File: src/core/ccz_pkg.sv
// What this block does
// RL1 - Hold 32-bit control word; write command loads it, read command returns it
// RL2 - Write command from bitstream loads the word exactly like host write
// RL3 - Bit 29 clear: output, write and set-reset wake-up signals low in reconfig
// RL4 - Bit 29 set: wake-up signals follow leave-io-alone captured at reconfig start
// RL5 - Bit 28 set: user outputs hold previous value in access state, not tri-stated; the code holds only in transparent mode and tri-states otherwise
// RL6 - Array writes in transparent mode allowed only when bit 25 set
// RL7 - Bit 24 set: config logic takes block RAMs, user RAM access suspended; the code suspends only in transparent mode
// RL8 - Bit 23 set: config logic takes init bus, hard IP user access suspended; the code suspends only in transparent mode
// RL9 - Bit 19 picks boot address at next refresh: fabric bits or fixed pair
// RL10 - Bits 18:17 override finish command: 10 bypass, 11 pass-through, 0X none
// RL11 - Bits 7:6 pick pin speed: 00 slow, 01 medium, 1X fast
// RL12 - Bits 5:0 give master SPI clock divide ratio from oscillator
// RL13 - Reserved bits read zero and writes to them have no effect
package ccz_pkg;

    localparam logic [31:0] CCZ_RESET_VALUE      = 32'h0000_0000;
    // Writable bits: 29,28,25,24,23,19,18,17,7..0
    localparam logic [31:0] CCZ_WRITABLE_MASK    = 32'h338e_00ff;
    localparam int          CCZ_WAKEUP_SEL_BIT   = 29;
    localparam int          CCZ_LEAVE_IO_BIT     = 28;
    localparam int          CCZ_ARRAY_WRITE_BIT  = 25;
    localparam int          CCZ_BRAM_TAKE_BIT    = 24;
    localparam int          CCZ_HARD_IP_TAKE_BIT = 23;
    localparam int          CCZ_MULTIBOOT_BIT    = 19;
    localparam int          CCZ_FINISH_OVR_HI    = 18;
    localparam int          CCZ_FINISH_OVR_LO    = 17;
    localparam int          CCZ_SLEW_HI          = 7;
    localparam int          CCZ_SLEW_LO          = 6;
    localparam int          CCZ_SPI_DIV_HI       = 5;
    localparam int          CCZ_SPI_DIV_LO       = 0;
    localparam logic [23:0] CCZ_FIRST_BOOT_ADDR  = 24'h00_0000;
    localparam logic [23:0] CCZ_SECOND_BOOT_ADDR = 24'hff_ff00;

    typedef enum logic [1:0]
    {
        CCZ_SLEW_SLOW   = 2'h0,
        CCZ_SLEW_MEDIUM = 2'h1,
        CCZ_SLEW_FAST   = 2'h2
    } ccz_slew_t;

    typedef enum logic [1:0]
    {
        CCZ_FIN_NONE   = 2'h0,
        CCZ_FIN_BYPASS = 2'h2,
        CCZ_FIN_PASS   = 2'h3
    } ccz_finish_t;

    typedef struct packed
    {
        logic        transparent_array_write;
        logic        transparent_block_ram_takeover;
        logic        transparent_hard_ip_takeover;
        ccz_finish_t finish_override_select;
        ccz_slew_t   pin_slew;
        logic [5:0]  spi_clock_divide;
    } ccz_ctrl_t;

    typedef struct packed
    {
        logic global_output_enable;
        logic global_write_enable;
        logic global_set_reset_n;
    } ccz_wakeup_t;

endpackage

File: src/core/ccz_config_control_zero.sv
`timescale 1ns/1ps
`default_nettype none
module ccz_config_control_zero
(
    // Clock and reset
    input  wire logic                 clk,
    input  wire logic                 rstn,
    // Command port from host and from bitstream engine
    input  wire logic                 host_write,
    input  wire logic                 host_read,
    input  wire logic [31:0]          host_wdata,
    input  wire logic                 stream_write,
    input  wire logic [31:0]          stream_wdata,
    output logic [31:0]               read_data,
    output logic                      read_valid,
    // Reconfiguration events and state
    input  wire logic                 reprogram_request_pin,
    input  wire logic                 refresh_command,
    input  wire logic                 reconfig_active,
    input  wire logic                 programming_access_state,
    input  wire logic                 transparent_mode,
    input  wire logic                 second_boot,
    input  wire logic [23:0]          fabric_boot_addr,
    input  wire ccz_pkg::ccz_wakeup_t user_wakeup,
    // Outputs to configuration engine
    output ccz_pkg::ccz_ctrl_t        ctrl,
    output ccz_pkg::ccz_wakeup_t      wakeup,
    output logic                      user_io_hold,
    output logic                      user_io_tristate,
    output logic                      array_write_allow,
    output logic                      user_bram_suspend,
    output logic                      user_hard_ip_suspend,
    output logic [23:0]               boot_address,
    output logic                      config_control_zero_read_unused
);
    import ccz_pkg::*;

    // ********************************
    // Register state
    // ********************************
    logic [31:0] config_control_zero;
    logic [31:0] next_config_control_zero;
    logic        leave_io_latched;
    logic        next_leave_io_latched;
    logic        wakeup_sel_latched;
    logic        next_wakeup_sel_latched;
    logic        multiboot_latched;
    logic        next_multiboot_latched;
    logic        prog_pin_q;
    logic        next_prog_pin_q;
    logic [31:0] next_read_data;
    logic        next_read_valid;
    logic        refresh_event;

    // Reprogram is a falling edge of the pin or a refresh command
    assign refresh_event = (prog_pin_q & ~reprogram_request_pin)
                         | refresh_command;

    always_comb
    begin
        next_config_control_zero = config_control_zero;
        // RL2 stream write
        // Host wins if both land in one cycle; the stream word is then dropped
        if (stream_write)
            next_config_control_zero = stream_wdata & CCZ_WRITABLE_MASK;
        // RL1 host write, RL13 mask
        if (host_write)
            next_config_control_zero = host_wdata & CCZ_WRITABLE_MASK;
        next_read_valid = host_read;
        // RL1 read back
        next_read_data  = host_read ? config_control_zero : read_data;
        next_prog_pin_q = reprogram_request_pin;
        next_leave_io_latched   = leave_io_latched;
        next_wakeup_sel_latched = wakeup_sel_latched;
        next_multiboot_latched  = multiboot_latched;
        // RL4 capture settings at the event
        if (refresh_event)
        begin
            next_leave_io_latched   = config_control_zero[CCZ_LEAVE_IO_BIT];
            next_wakeup_sel_latched = config_control_zero[CCZ_WAKEUP_SEL_BIT];
            next_multiboot_latched  = config_control_zero[CCZ_MULTIBOOT_BIT];
        end
    end

    always_ff @(posedge clk or negedge rstn)
    begin
        if (!rstn)
        begin
            config_control_zero <= CCZ_RESET_VALUE;
            read_data           <= 32'h0000_0000;
            read_valid          <= 1'b0;
            prog_pin_q          <= 1'b1;
            leave_io_latched    <= 1'b0;
            wakeup_sel_latched  <= 1'b0;
            multiboot_latched   <= 1'b0;
        end
        else
        begin
            config_control_zero <= next_config_control_zero;
            read_data           <= next_read_data;
            read_valid          <= next_read_valid;
            prog_pin_q          <= next_prog_pin_q;
            leave_io_latched    <= next_leave_io_latched;
            wakeup_sel_latched  <= next_wakeup_sel_latched;
            multiboot_latched   <= next_multiboot_latched;
        end
    end

    // ********************************
    // Decoded controls
    // ********************************
    always_comb
    begin
        ctrl.transparent_array_write =
            config_control_zero[CCZ_ARRAY_WRITE_BIT];
        ctrl.transparent_block_ram_takeover =
            config_control_zero[CCZ_BRAM_TAKE_BIT];
        ctrl.transparent_hard_ip_takeover =
            config_control_zero[CCZ_HARD_IP_TAKE_BIT];
        // RL10 finish override, 0X means none
        if (config_control_zero[CCZ_FINISH_OVR_HI])
            ctrl.finish_override_select =
                config_control_zero[CCZ_FINISH_OVR_LO] ? CCZ_FIN_PASS
                                                       : CCZ_FIN_BYPASS;
        else
            ctrl.finish_override_select = CCZ_FIN_NONE;
        // RL11 both 1X codes are fast
        if (config_control_zero[CCZ_SLEW_HI])
            ctrl.pin_slew = CCZ_SLEW_FAST;
        else if (config_control_zero[CCZ_SLEW_LO])
            ctrl.pin_slew = CCZ_SLEW_MEDIUM;
        else
            ctrl.pin_slew = CCZ_SLEW_SLOW;
        // RL12 divide ratio
        ctrl.spi_clock_divide =
            config_control_zero[CCZ_SPI_DIV_HI:CCZ_SPI_DIV_LO];
    end

    // ********************************
    // Reconfiguration behaviour
    // ********************************
    always_comb
    begin
        wakeup = user_wakeup;
        if (reconfig_active)
        begin
            // RL3 wake-up forced low
            if (!wakeup_sel_latched || !leave_io_latched)
                wakeup = '0;
            // RL4 leave-io set keeps user wake-up levels
            else
                wakeup = user_wakeup;
        end
    end

    // RL5 hold outputs in access state
    assign user_io_hold     = programming_access_state & transparent_mode
                            & leave_io_latched;
    assign user_io_tristate = programming_access_state & ~user_io_hold;
    // RL6 array write gate
    assign array_write_allow = ~transparent_mode
                             | config_control_zero[CCZ_ARRAY_WRITE_BIT];
    // RL7 block RAM takeover
    assign user_bram_suspend = transparent_mode
                             & config_control_zero[CCZ_BRAM_TAKE_BIT];
    // RL8 hard IP takeover
    assign user_hard_ip_suspend = transparent_mode
                                & config_control_zero[CCZ_HARD_IP_TAKE_BIT];
    // RL9 boot address from setting taken at refresh
    assign boot_address = multiboot_latched ? fabric_boot_addr
                        : (second_boot ? CCZ_SECOND_BOOT_ADDR
                                       : CCZ_FIRST_BOOT_ADDR);
    assign config_control_zero_read_unused = 1'b0;

endmodule
`default_nettype wire

File: config.mk
export PLATFORM = sky130hd
export DESIGN_NAME = ccz_config_control_zero
export DESIGN_NICKNAME = d
export VERILOG_FILES = /design/src/core/ccz_pkg.sv /design/src/core/ccz_config_control_zero.sv
export SDC_FILE = /design/constraint.sdc
export NUM_CORES = 1
export LEC_CHECK = 0
export BUFFER_PORTS_ARGS = -buffer_cell sky130_fd_sc_hd__buf_2
export CORE_MARGIN = 2
export CORE_UTILIZATION = 38
export CTS_CLUSTER_DIAMETER = 100
export DETAILED_ROUTE_END_ITERATION = 8
export PLACE_DENSITY = 0.81
export SYNTH_ARGS = -nofsm -noshare
export SYNTH_HDL_FRONTEND = slang
export SYNTH_SLANG_ARGS = --single-unit
File: constraint.sdc
create_clock -name clk -period 1.4 [get_ports clk]
set_input_delay 0.07 -clock clk [delete_from_list [all_inputs] [get_ports clk]]
set_output_delay 0.07 -clock clk [all_outputs]
set_load 0.01 [all_outputs]
==> flow_metrics.py, run 1 <==
metrics = {
    "cells_and_area": {
        "nets": 427,
        "layout_common_cells": "buf_2 (131), nand2_1 (48), dfrtp_1 (35), conb_1 (17), mux2i_1 (16)",
        "fill_cells": 487,
        "seq_area_um2": 928,
        "n_antenna_cell": 0,
        "layout_commonest_cell": "buf_2",
        "drive_above_1_share": 0.498,
        "multiInputGateArea_um2": 880,
        "syn_to_final_growth_pct": 34.4,
    },
    "worst_setup_path": {
        "crit_path_end_kind": "output pin",
        "start_kind": "flip-flop",
        "worstSetupPathType": "flip-flop to output pin",
        "r2r_end": "multiboot_latched$_DFFE_PN0P_",
        "crit_fanout": 17,
        "crit_arrival_ns": 1.22,
        "r2r_slack_ns": 0.35,
        "rr_startpoint": "multiboot_latched$_DFFE_PN0P_",
        "required_ns": 1.33,
        "r2r_cells": 2,
        "crit_path_start": "multiboot_latched$_DFFE_PN0P_",
    },
    "clock_network": {
        "clock-root-buffer": "clkbuf_8",
        "clk_latency_ns": 0.27,
        "clock_sinks": 37,
        "postCtsSetupRepairBufs": 0,
        "cts_buffers": 5,
        "clk_pin_slew_worst_paths_ns": 0.07,
        "h-tree-depth": 2,
        "cts_tree": "built",
        "clock_path_buffers": 2,
    },
    "floorplan": {
        "start_util": 0.398,
        "die_h_um": 77.6,
        "row_count": 26,
        "die_x_um": 77.6,
        "core_area_mm2": 0.00517,
        "io-pin-count": 181,
        "die-area_mm2": 0.00602,
    },
    "logic_synthesis": {
        "synth.avg_cell_area_um2": 10.4,
        "synthDominantCellAreaShare": 0.437,
        "yosysSeqAreaShare": 0.450,
        "ys_seq_elements": 37,
        "syn_area_mm2": 0.00206,
        "ys_warn_count": 0,
        "syn_inst": 198,
        "yosysTopAreaCell": "dfrtp_1",
        "yosys-top-cells-area": "dfrtp_1 (44%), buf_4 (11%), nand2_1 (8.7%)",
        "ys_types": 21,
    },
    "sta": {
        "hold_viol": 0,
        "skew_ns": 0.00442,
        "rsz0062_at_grt": "no",
        "period_needed_ns": 1.29,
        "tightest_slew_ns": 0.536,
        "max_slew_margin": 0.643,
        "finalSetupViolCount": 0,
        "period_share": 0.919,
        "tns_ns": 0,
        "setup_ws_ns": 0.113,
        "max_freq_mhz": 777,
        "drv_slew": 0,
    },
    "detailed_routing": {
        "drt_iter0_drc": 47,
        "route.met2.wl_mm": 2.51,
        "dr.pass1.iters": 4,
        "vias_per_cell": 4.39,
        "wirelength_mm": 4.89,
        "drc": 0,
        "dr_total_vias": 1736,
        "wl_per_cell_um": 12.4,
        "drt.antenna.violating_nets": 0,
        "top_layer_used": "met4",
        "wl_met3_um": 447,
        "wirelength_met1_mm": 1.89,
    },
    "hold_path": {
        "hp-start": "host_wdata[17]",
        "hold_class": "input pin to flip-flop",
        "min_to": "config_control_zero[17]$_DFFE_PN0P_",
        "whs_path_depth": 3,
    },
    "grt": {
        "grt_overflow": 0,
        "grt_start_max_net_pins": 33,
        "grt_pass1_wl_mm": 7.65,
        "track_usage": 0.160,
        "grt_pass1_vias": 1653,
        "antenna_found_initial": 0,
    },
    "outcome": {
        "outcome": "completed",
    },
    "power": {
        "ir_drop_mv": 0.552,
        "powerDensity_mw_per_mm2": 1020,
        "total_leakage_power_nw": 1.58,
    },
    "placed_design": {
        "preCtsSetupSlack_ns": 0.0831,
        "port_buffers": 131,
        "gp_congestion": 0.765,
        "hpwlAfterDp_mm": 3.63,
    },
    "job": {
        "cap_violations": 0,
    },
}
## synthesized netlist by cell type
library cell and n:
buf_6 3, o21ai_1 10, and3_1 1, nand2_1 48
and2_1 11, mux2_2 9, dfrtp_1 36, clkbuf_2 1
mux2i_1 16, inv_1 1, nand2b_1 2, buf_4 29
nor2b_1 4, dfstp_2 1, buf_12 2, a21oi_2 1
o21ai_0 6, buf_2 4, conb_1 1, mux2_4 10
a21boi_0 2
## power by group
part / internal (mW) / switching [mW]
combinational: 0.407 / 0.398
clock: 0.390 / 0.338
sequential: 1.19 / 0.0911
## critical path, cell delays in order, from the launching register on
cell and delay [ns]:
dfrtp_2 0.47, buf_4 0.20, and2_1 0.14, buf_2 0.13
## what timing repair did
action,CTS,global route
endpoints found under the setup margin,16,24
hold buffers,10,0
gates resized for setup,2,1
endpoints found under the hold margin,26,0
## final cells by class
class	instances	share of cell area
multi-input combinational	137	0.318
inverter	1	0.00136
sequential	37	0.335
tap	70	0.0316
timing repair buffer	143	0.283
clock buffer	7	0.0312
## sequential cells by signal, indices dropped and copies added, names as in the netlist
name                 cells
config_control_zero     16
read_data               16
leave_io_latched         1
multiboot_latched        1
prog_pin_q               1
read_valid               1
wakeup_sel_latched       1
## worst max-delay path by stage
stage          cells after the start          endpoint  slack [ns]
3_5_place_dp                       3   boot_address[8]        0.08
2_1_floorplan                      4  boot_address[12]        0.43
4_1_cts                            3   boot_address[2]        0.02
5_1_grt                            4   boot_address[8]       0.006
6_report                           3   boot_address[2]        0.11
3_3_place_gp                       3  boot_address[22]        0.14
## through the flow
step           std cells  area [µm²]  power, mW   util  hold WS (ns)
6_report             395        2770       2.82  0.535        0.0115
5_1_grt              395        2770       3.00  0.535        0.0106
4_1_cts              395        2770       2.86  0.535       0.00154
3_5_place_dp         378        2570       2.09  0.498        0.0396
3_3_place_gp         378        2570       2.07  0.498        0.0413
2_1_floorplan        214        2120       1.81      -        -0.226
## routing by layer
layer | global-route usage | vias to the layer above
met5 | 0 | -
met4 | 0.0429 | 0
met3 | 0.0558 | 6
met2 | 0.297 | 89
met1 | 0.169 | 793
li1 | - | 848
## logic make-up (layout without fill, tap and decap cells)
kind of cell	Yosys count	count (layout)	share of synthesized area
simple gates	66	66	0.142
buf+inv	40	151	0.156
flops	37	37	0.450
mux	35	35	0.200
compound gates	19	19	0.0504
other cells	1	17	0.00182
Power figures use the tool's default switching activity.
==> inputs of run 2 (changes only) <==
- SETUP_SLACK_MARGIN: default -> 0.3
==> flow_metrics.py, run 2 (same netlist as run 1, synthesis figures left out) <==
metrics = {
    "outcome": {
        "outcome": "completed",
    },
    "hold_path": {
        "hp-start": "host_wdata[17]",
        "hold_class": "input pin to flip-flop",
        "whs_path_depth": 3,
        "min_to": "config_control_zero[17]$_DFFE_PN0P_",
    },
    "sta": {
        "max_slew_margin": 0.642,
        "period_share": 0.857,
        "hold_viol": 0,
        "drv_slew": 0,
        "skew_ns": 0.00452,
        "rsz0062_at_grt": "yes",
        "tns_ns": 0,
        "max_freq_mhz": 834,
        "tightest_slew_ns": 0.537,
        "period_needed_ns": 1.20,
        "finalSetupViolCount": 0,
        "setup_ws_ns": 0.200,
    },
    "detailed_routing": {
        "drt_iter0_drc": 63,
        "drc": 0,
        "vias_per_cell": 4.37,
        "dr.pass1.iters": 4,
        "dr_total_vias": 1738,
        "drt.antenna.violating_nets": 0,
        "wl_per_cell_um": 12.6,
        "wirelength_mm": 5.00,
    },
    "power": {
        "switching_share": 0.294,
        "power_switching_mw": 0.838,
        "pwr-share-comb": 0.294,
        "seq_power_share": 0.451,
        "p_clk_frac": 0.255,
        "ir_drop_mv": 0.552,
        "p_int_mw": 2.01,
        "total_leakage_power_nw": 1.60,
        "powerDensity_mw_per_mm2": 1010,
    },
    "worst_setup_path": {
        "required_ns": 1.33,
        "start_kind": "flip-flop",
        "crit_arrival_ns": 1.13,
        "crit_path_end_kind": "output pin",
        "crit_path_start": "multiboot_latched$_DFFE_PN0P_",
        "worstSetupPathType": "flip-flop to output pin",
        "r2r_end": "leave_io_latched$_DFFE_PN0P_",
        "r2r_cells": 2,
        "crit_fanout": 17,
        "rr_startpoint": "prog_pin_q$_DFF_PN1_",
        "r2r_slack_ns": 0.37,
    },
    "clock_network": {
        "clock-root-buffer": "clkbuf_8",
        "clk_pin_slew_worst_paths_ns": 0.07,
        "cts_buffers": 5,
        "clock_path_buffers": 2,
        "clock_sinks": 37,
        "h-tree-depth": 2,
        "clk_latency_ns": 0.27,
        "cts_tree": "built",
    },
    "floorplan": {
        "start_util": 0.398,
        "core_area_mm2": 0.00517,
        "die_x_um": 77.6,
        "die_h_um": 77.6,
        "io-pin-count": 181,
        "die-area_mm2": 0.00602,
        "row_count": 26,
    },
    "cells_and_area": {
        "drive_above_1_share": 0.512,
        "n_antenna_cell": 0,
        "reg_top3": "config_control_zero: 16 flops, read_data: 16 flops",
        "layout_common_cells": "buf_2 (131), nand2_1 (48), dfrtp_1 (34), conb_1 (17), mux2i_1 (16)",
        "syn_to_final_growth_pct": 36.5,
        "final_core_util": 0.543,
        "nets": 430,
        "layout_commonest_cell": "buf_2",
    },
    "grt": {
        "track_usage": 0.163,
        "grt_pass1_wl_mm": 7.85,
        "grt_start_max_net_pins": 33,
        "grt_pass1_vias": 1684,
        "grt_overflow": 0,
        "antenna_found_initial": 0,
    },
    "placed_design": {
        "gp_congestion": 0.765,
        "port_buffers": 131,
        "hpwlAfterDp_mm": 3.63,
        "preCtsSetupSlack_ns": 0.0831,
    },
    "job": {
        "cap_violations": 0,
    },
}
-- run 2: timing repair --
item,CTS,global route
gates resized for setup,7,3
endpoints found under the hold margin,26,0
hold buffers,10,0
buffers inserted,2,0
pin swaps,0,2
setup endpoints to repair,27,30
gates cloned,1,0
-- run 2: power groups by stage --
stage | sequential [mW] | combinational [mW] | clock [mW]
after floorplan | 1.31 | 0.501 | 0
after global placement | 1.30 | 0.771 | 0
after detailed placement | 1.30 | 0.787 | 0
after CTS | 1.28 | 0.844 | 0.762
after global routing | 1.30 | 0.921 | 0.812
final | 1.28 | 0.838 | 0.728
-- run 2: metal layers --
layer,wire [µm],global-route usage,vias to the layer above
li1,-,-,857
met1,1890,0.170,786
met2,2610,0.308,89
met3,457,0.0570,6
met4,36,0.0429,0
met5,0,0,-
-- run 2: worst max-delay path by stage --
stage                  endpoint  slack, ns  cells after the start
6_report        boot_address[7]       0.20                      3
5_1_grt         boot_address[5]       0.12                      3
4_1_cts         boot_address[2]       0.18                      3
3_5_place_dp    boot_address[8]       0.08                      3
3_3_place_gp   boot_address[22]       0.14                      3
2_1_floorplan  boot_address[12]       0.43                      4
-- run 2: through the flow --
step / hold WS, ns / cells / total power [mW] / cell area (µm²)
final: 0.0115 / 398 / 2.85 / 2810
after global routing: 0.0106 / 398 / 3.04 / 2810
after CTS: 0.00154 / 398 / 2.89 / 2810
after detailed placement: 0.0396 / 378 / 2.09 / 2570
after global placement: 0.0413 / 378 / 2.07 / 2570
after floorplan: -0.226 / 214 / 1.81 / 2120
-- run 2: cell type report --
class | count | area (µm²)
multi-input cells | 138 | 901
fillers | 485 | 2360
inverters | 1 | 3.75
repair buffers | 145 | 802
well taps | 70 | 87.6
clock buffers | 7 | 86.3
flip-flops and latches | 37 | 930
-- run 2: worst max-delay path, cell delays in order, from the launching register on --
cell	delay, ns
dfrtp_2	0.43
buf_6	0.15
and2_1	0.14
buf_2	0.13
==> inputs of run 3 (changes only) <==
- ABC_AREA: default -> 1
- RECOVER_POWER: default -> 50
==> flow_metrics.py, run 3 <==
metrics = {
    "outcome": {
        "outcome": "completed",
    },
    "logic_synthesis": {
        "synth_common_cells": "nand2_1 (99), dfrtp_1 (36), nand3_1 (35), inv_1 (34), buf_4 (32)",
        "ys.flop_type": "dfrtp_1",
        "syn_inst": 275,
        "synth_most_common_cell": "nand2_1",
        "yosysTopAreaCell": "dfrtp_1",
        "synthDominantCellAreaShare": 0.436,
        "ys_warn_count": 0,
        "ys_async_sr_fraction": 1.00,
        "synth.avg_cell_area_um2": 7.52,
        "ys_seq_elements": 37,
        "synth-edff-count": 0,
        "ys_types": 18,
        "syn_area_mm2": 0.00207,
        "yosysSeqAreaShare": 0.449,
        "yosys-top-cells-area": "dfrtp_1 (44%), nand2_1 (18%), buf_4 (12%)",
    },
    "power": {
        "seq_power_share": 0.459,
        "p_clk_frac": 0.256,
        "p_total_mw": 2.75,
        "ir_drop_mv": 0.662,
        "power_switching_mw": 0.871,
        "total_leakage_power_nw": 1.75,
        "powerDensity_mw_per_mm2": 964,
        "p_int_mw": 1.87,
        "switching_share": 0.317,
        "pwr-share-comb": 0.284,
    },
    "sta": {
        "drv_slew": 0,
        "tightest_slew_ns": 1.20,
        "skew_ns": 0.00305,
        "setup_ws_ns": 0.170,
        "period_share": 0.878,
        "finalSetupViolCount": 0,
        "max_freq_mhz": 813,
        "hold_viol": 0,
        "period_needed_ns": 1.23,
        "hold_slack_ns": 0.0116,
        "rsz0062_at_grt": "yes",
        "tns_ns": 0,
        "max_slew_margin": 0.203,
    },
    "grt": {
        "grt_pass1_vias": 1849,
        "antenna_found_initial": 0,
        "track_usage": 0.169,
        "grt_start_max_net_pins": 38,
        "grt_pass1_wl_mm": 8.24,
        "grt_overflow": 0,
    },
    "floorplan": {
        "die_x_um": 77.8,
        "die-area_mm2": 0.00605,
        "die_h_um": 77.8,
        "row_count": 26,
        "core_area_mm2": 0.00517,
        "start_util": 0.400,
        "io-pin-count": 181,
    },
    "placed_design": {
        "gp_congestion": 0.749,
        "place_inst": 453,
        "port_buffers": 131,
        "placed_cell_area_mm2": 0.00257,
        "hpwlAfterDp_mm": 3.71,
        "preCtsSetupSlack_ns": 0.403,
    },
    "worst_setup_path": {
        "start_kind": "flip-flop",
        "crit_arrival_ns": 1.16,
        "required_ns": 1.33,
        "r2r_cells": 4,
        "crit_path_end_kind": "output pin",
        "rr_startpoint": "prog_pin_q$_DFF_PN1_",
        "worstSetupPathType": "flip-flop to output pin",
        "crit_fanout": 12,
        "crit_path_start": "multiboot_latched$_DFFE_PN0P_",
    },
    "detailed_routing": {
        "drc": 0,
        "wl_per_cell_um": 10.9,
        "drt.antenna.violating_nets": 0,
        "dr.pass1.iters": 4,
        "dr_total_vias": 2054,
        "wirelength_mm": 5.21,
        "drt_iter0_drc": 66,
        "vias_per_cell": 4.31,
    },
    "cells_and_area": {
        "n_antenna_cell": 0,
        "nets": 508,
        "layout_commonest_cell": "buf_2",
        "reg_top3": "config_control_zero: 16 flops, read_data: 16 flops",
        "final_core_util": 0.551,
        "fin_area_mm2": 0.00285,
        "drive_above_1_share": 0.369,
        "fill_cells": 489,
        "final_cells": 477,
        "seq_area_um2": 928,
        "multiInputGateArea_um2": 777,
        "syn_to_final_growth_pct": 37.8,
        "layout_common_cells": "buf_2 (129), nand2_1 (99), nand3_1 (35), dfrtp_1 (35), inv_1 (33)",
    },
    "clock_network": {
        "h-tree-depth": 2,
        "clk_pin_slew_worst_paths_ns": 0.07,
        "cts_buffers": 5,
        "clock_path_buffers": 2,
        "clock_sinks": 37,
        "cts_tree": "built",
        "clock-root-buffer": "clkbuf_8",
        "clk_latency_ns": 0.28,
    },
    "hold_path": {
        "hold_class": "input pin to flip-flop",
        "whs_path_depth": 3,
        "hp-start": "host_wdata[0]",
    },
    "job": {
        "cap_violations": 0,
    },
}
-- run 3: cells by family (layout without fill, tap and decap cells) --
kind of cell           after synthesis  after routing  synth area share
AND/OR/NAND/NOR                    144            145             0.292
flip-flops                          37             37             0.449
buffers and inverters               76            191             0.215
AO/OA/AOI/OAI                       17             17            0.0424
other                                1             17           0.00181
-- run 3: area by class of cell --
cell class              count  share of cell area
inverters                  35              0.0461
flip-flops and latches     37               0.326
well taps                  70              0.0308
clock buffers               6              0.0255
clock inverters             2             0.00351
repair buffers            148               0.295
multi-input cells         179               0.273
-- run 3: power by group through the flow --
stage                     clock network [mW]  registers (mW)  logic, mW
after floorplan                            0            1.29      0.446
final                                  0.703            1.26      0.781
after detailed placement                   0            1.27      0.712
after CTS                              0.732            1.26      0.753
after global routing                   0.781            1.28      0.875
after global placement                     0            1.27      0.693
-- run 3: path summary, 6_finish.rpt --
path | endpoint | slack, ns
hold reg to reg | config_control_zero[6]$_DFFE_PN0P_ | 0.49
min in group asynchronous | read_data[3]$_DFFE_PN0P_ | 0.35
setup / recovery | boot_address[21] | 0.17
hold / removal | config_control_zero[0]$_DFFE_PN0P_ | 0.01
max in group asynchronous | multiboot_latched$_DFFE_PN0P_ | 0.70
setup reg to reg | multiboot_latched$_DFFE_PN0P_ | 0.51
-- run 3: timing repair --
item | CTS | global route
pin swaps | 0 | 2
endpoints found under the setup margin | 29 | 30
gates cloned | 0 | 2
setup buffers | 1 | 1
resized for setup | 5 | 6
endpoints found under the hold margin | 47 | 0
hold buffers | 12 | 0
-- run 3: per-layer routing --
metal,share of wire,vias to the layer above,GRT usage
met4,0.0081,0,0.0464
met3,0.080,6,0.0465
met5,0,-,0
li1,-,1052,-
met1,0.37,906,0.173
met2,0.54,90,0.329
-- run 3: worst max-delay path, cell delays in order (launching register included) --
cell and delay [ns]:
dfrtp_2 0.46, clkbuf_16 0.18, nand2_1 0.06, nand2_1 0.05
buf_2 0.13
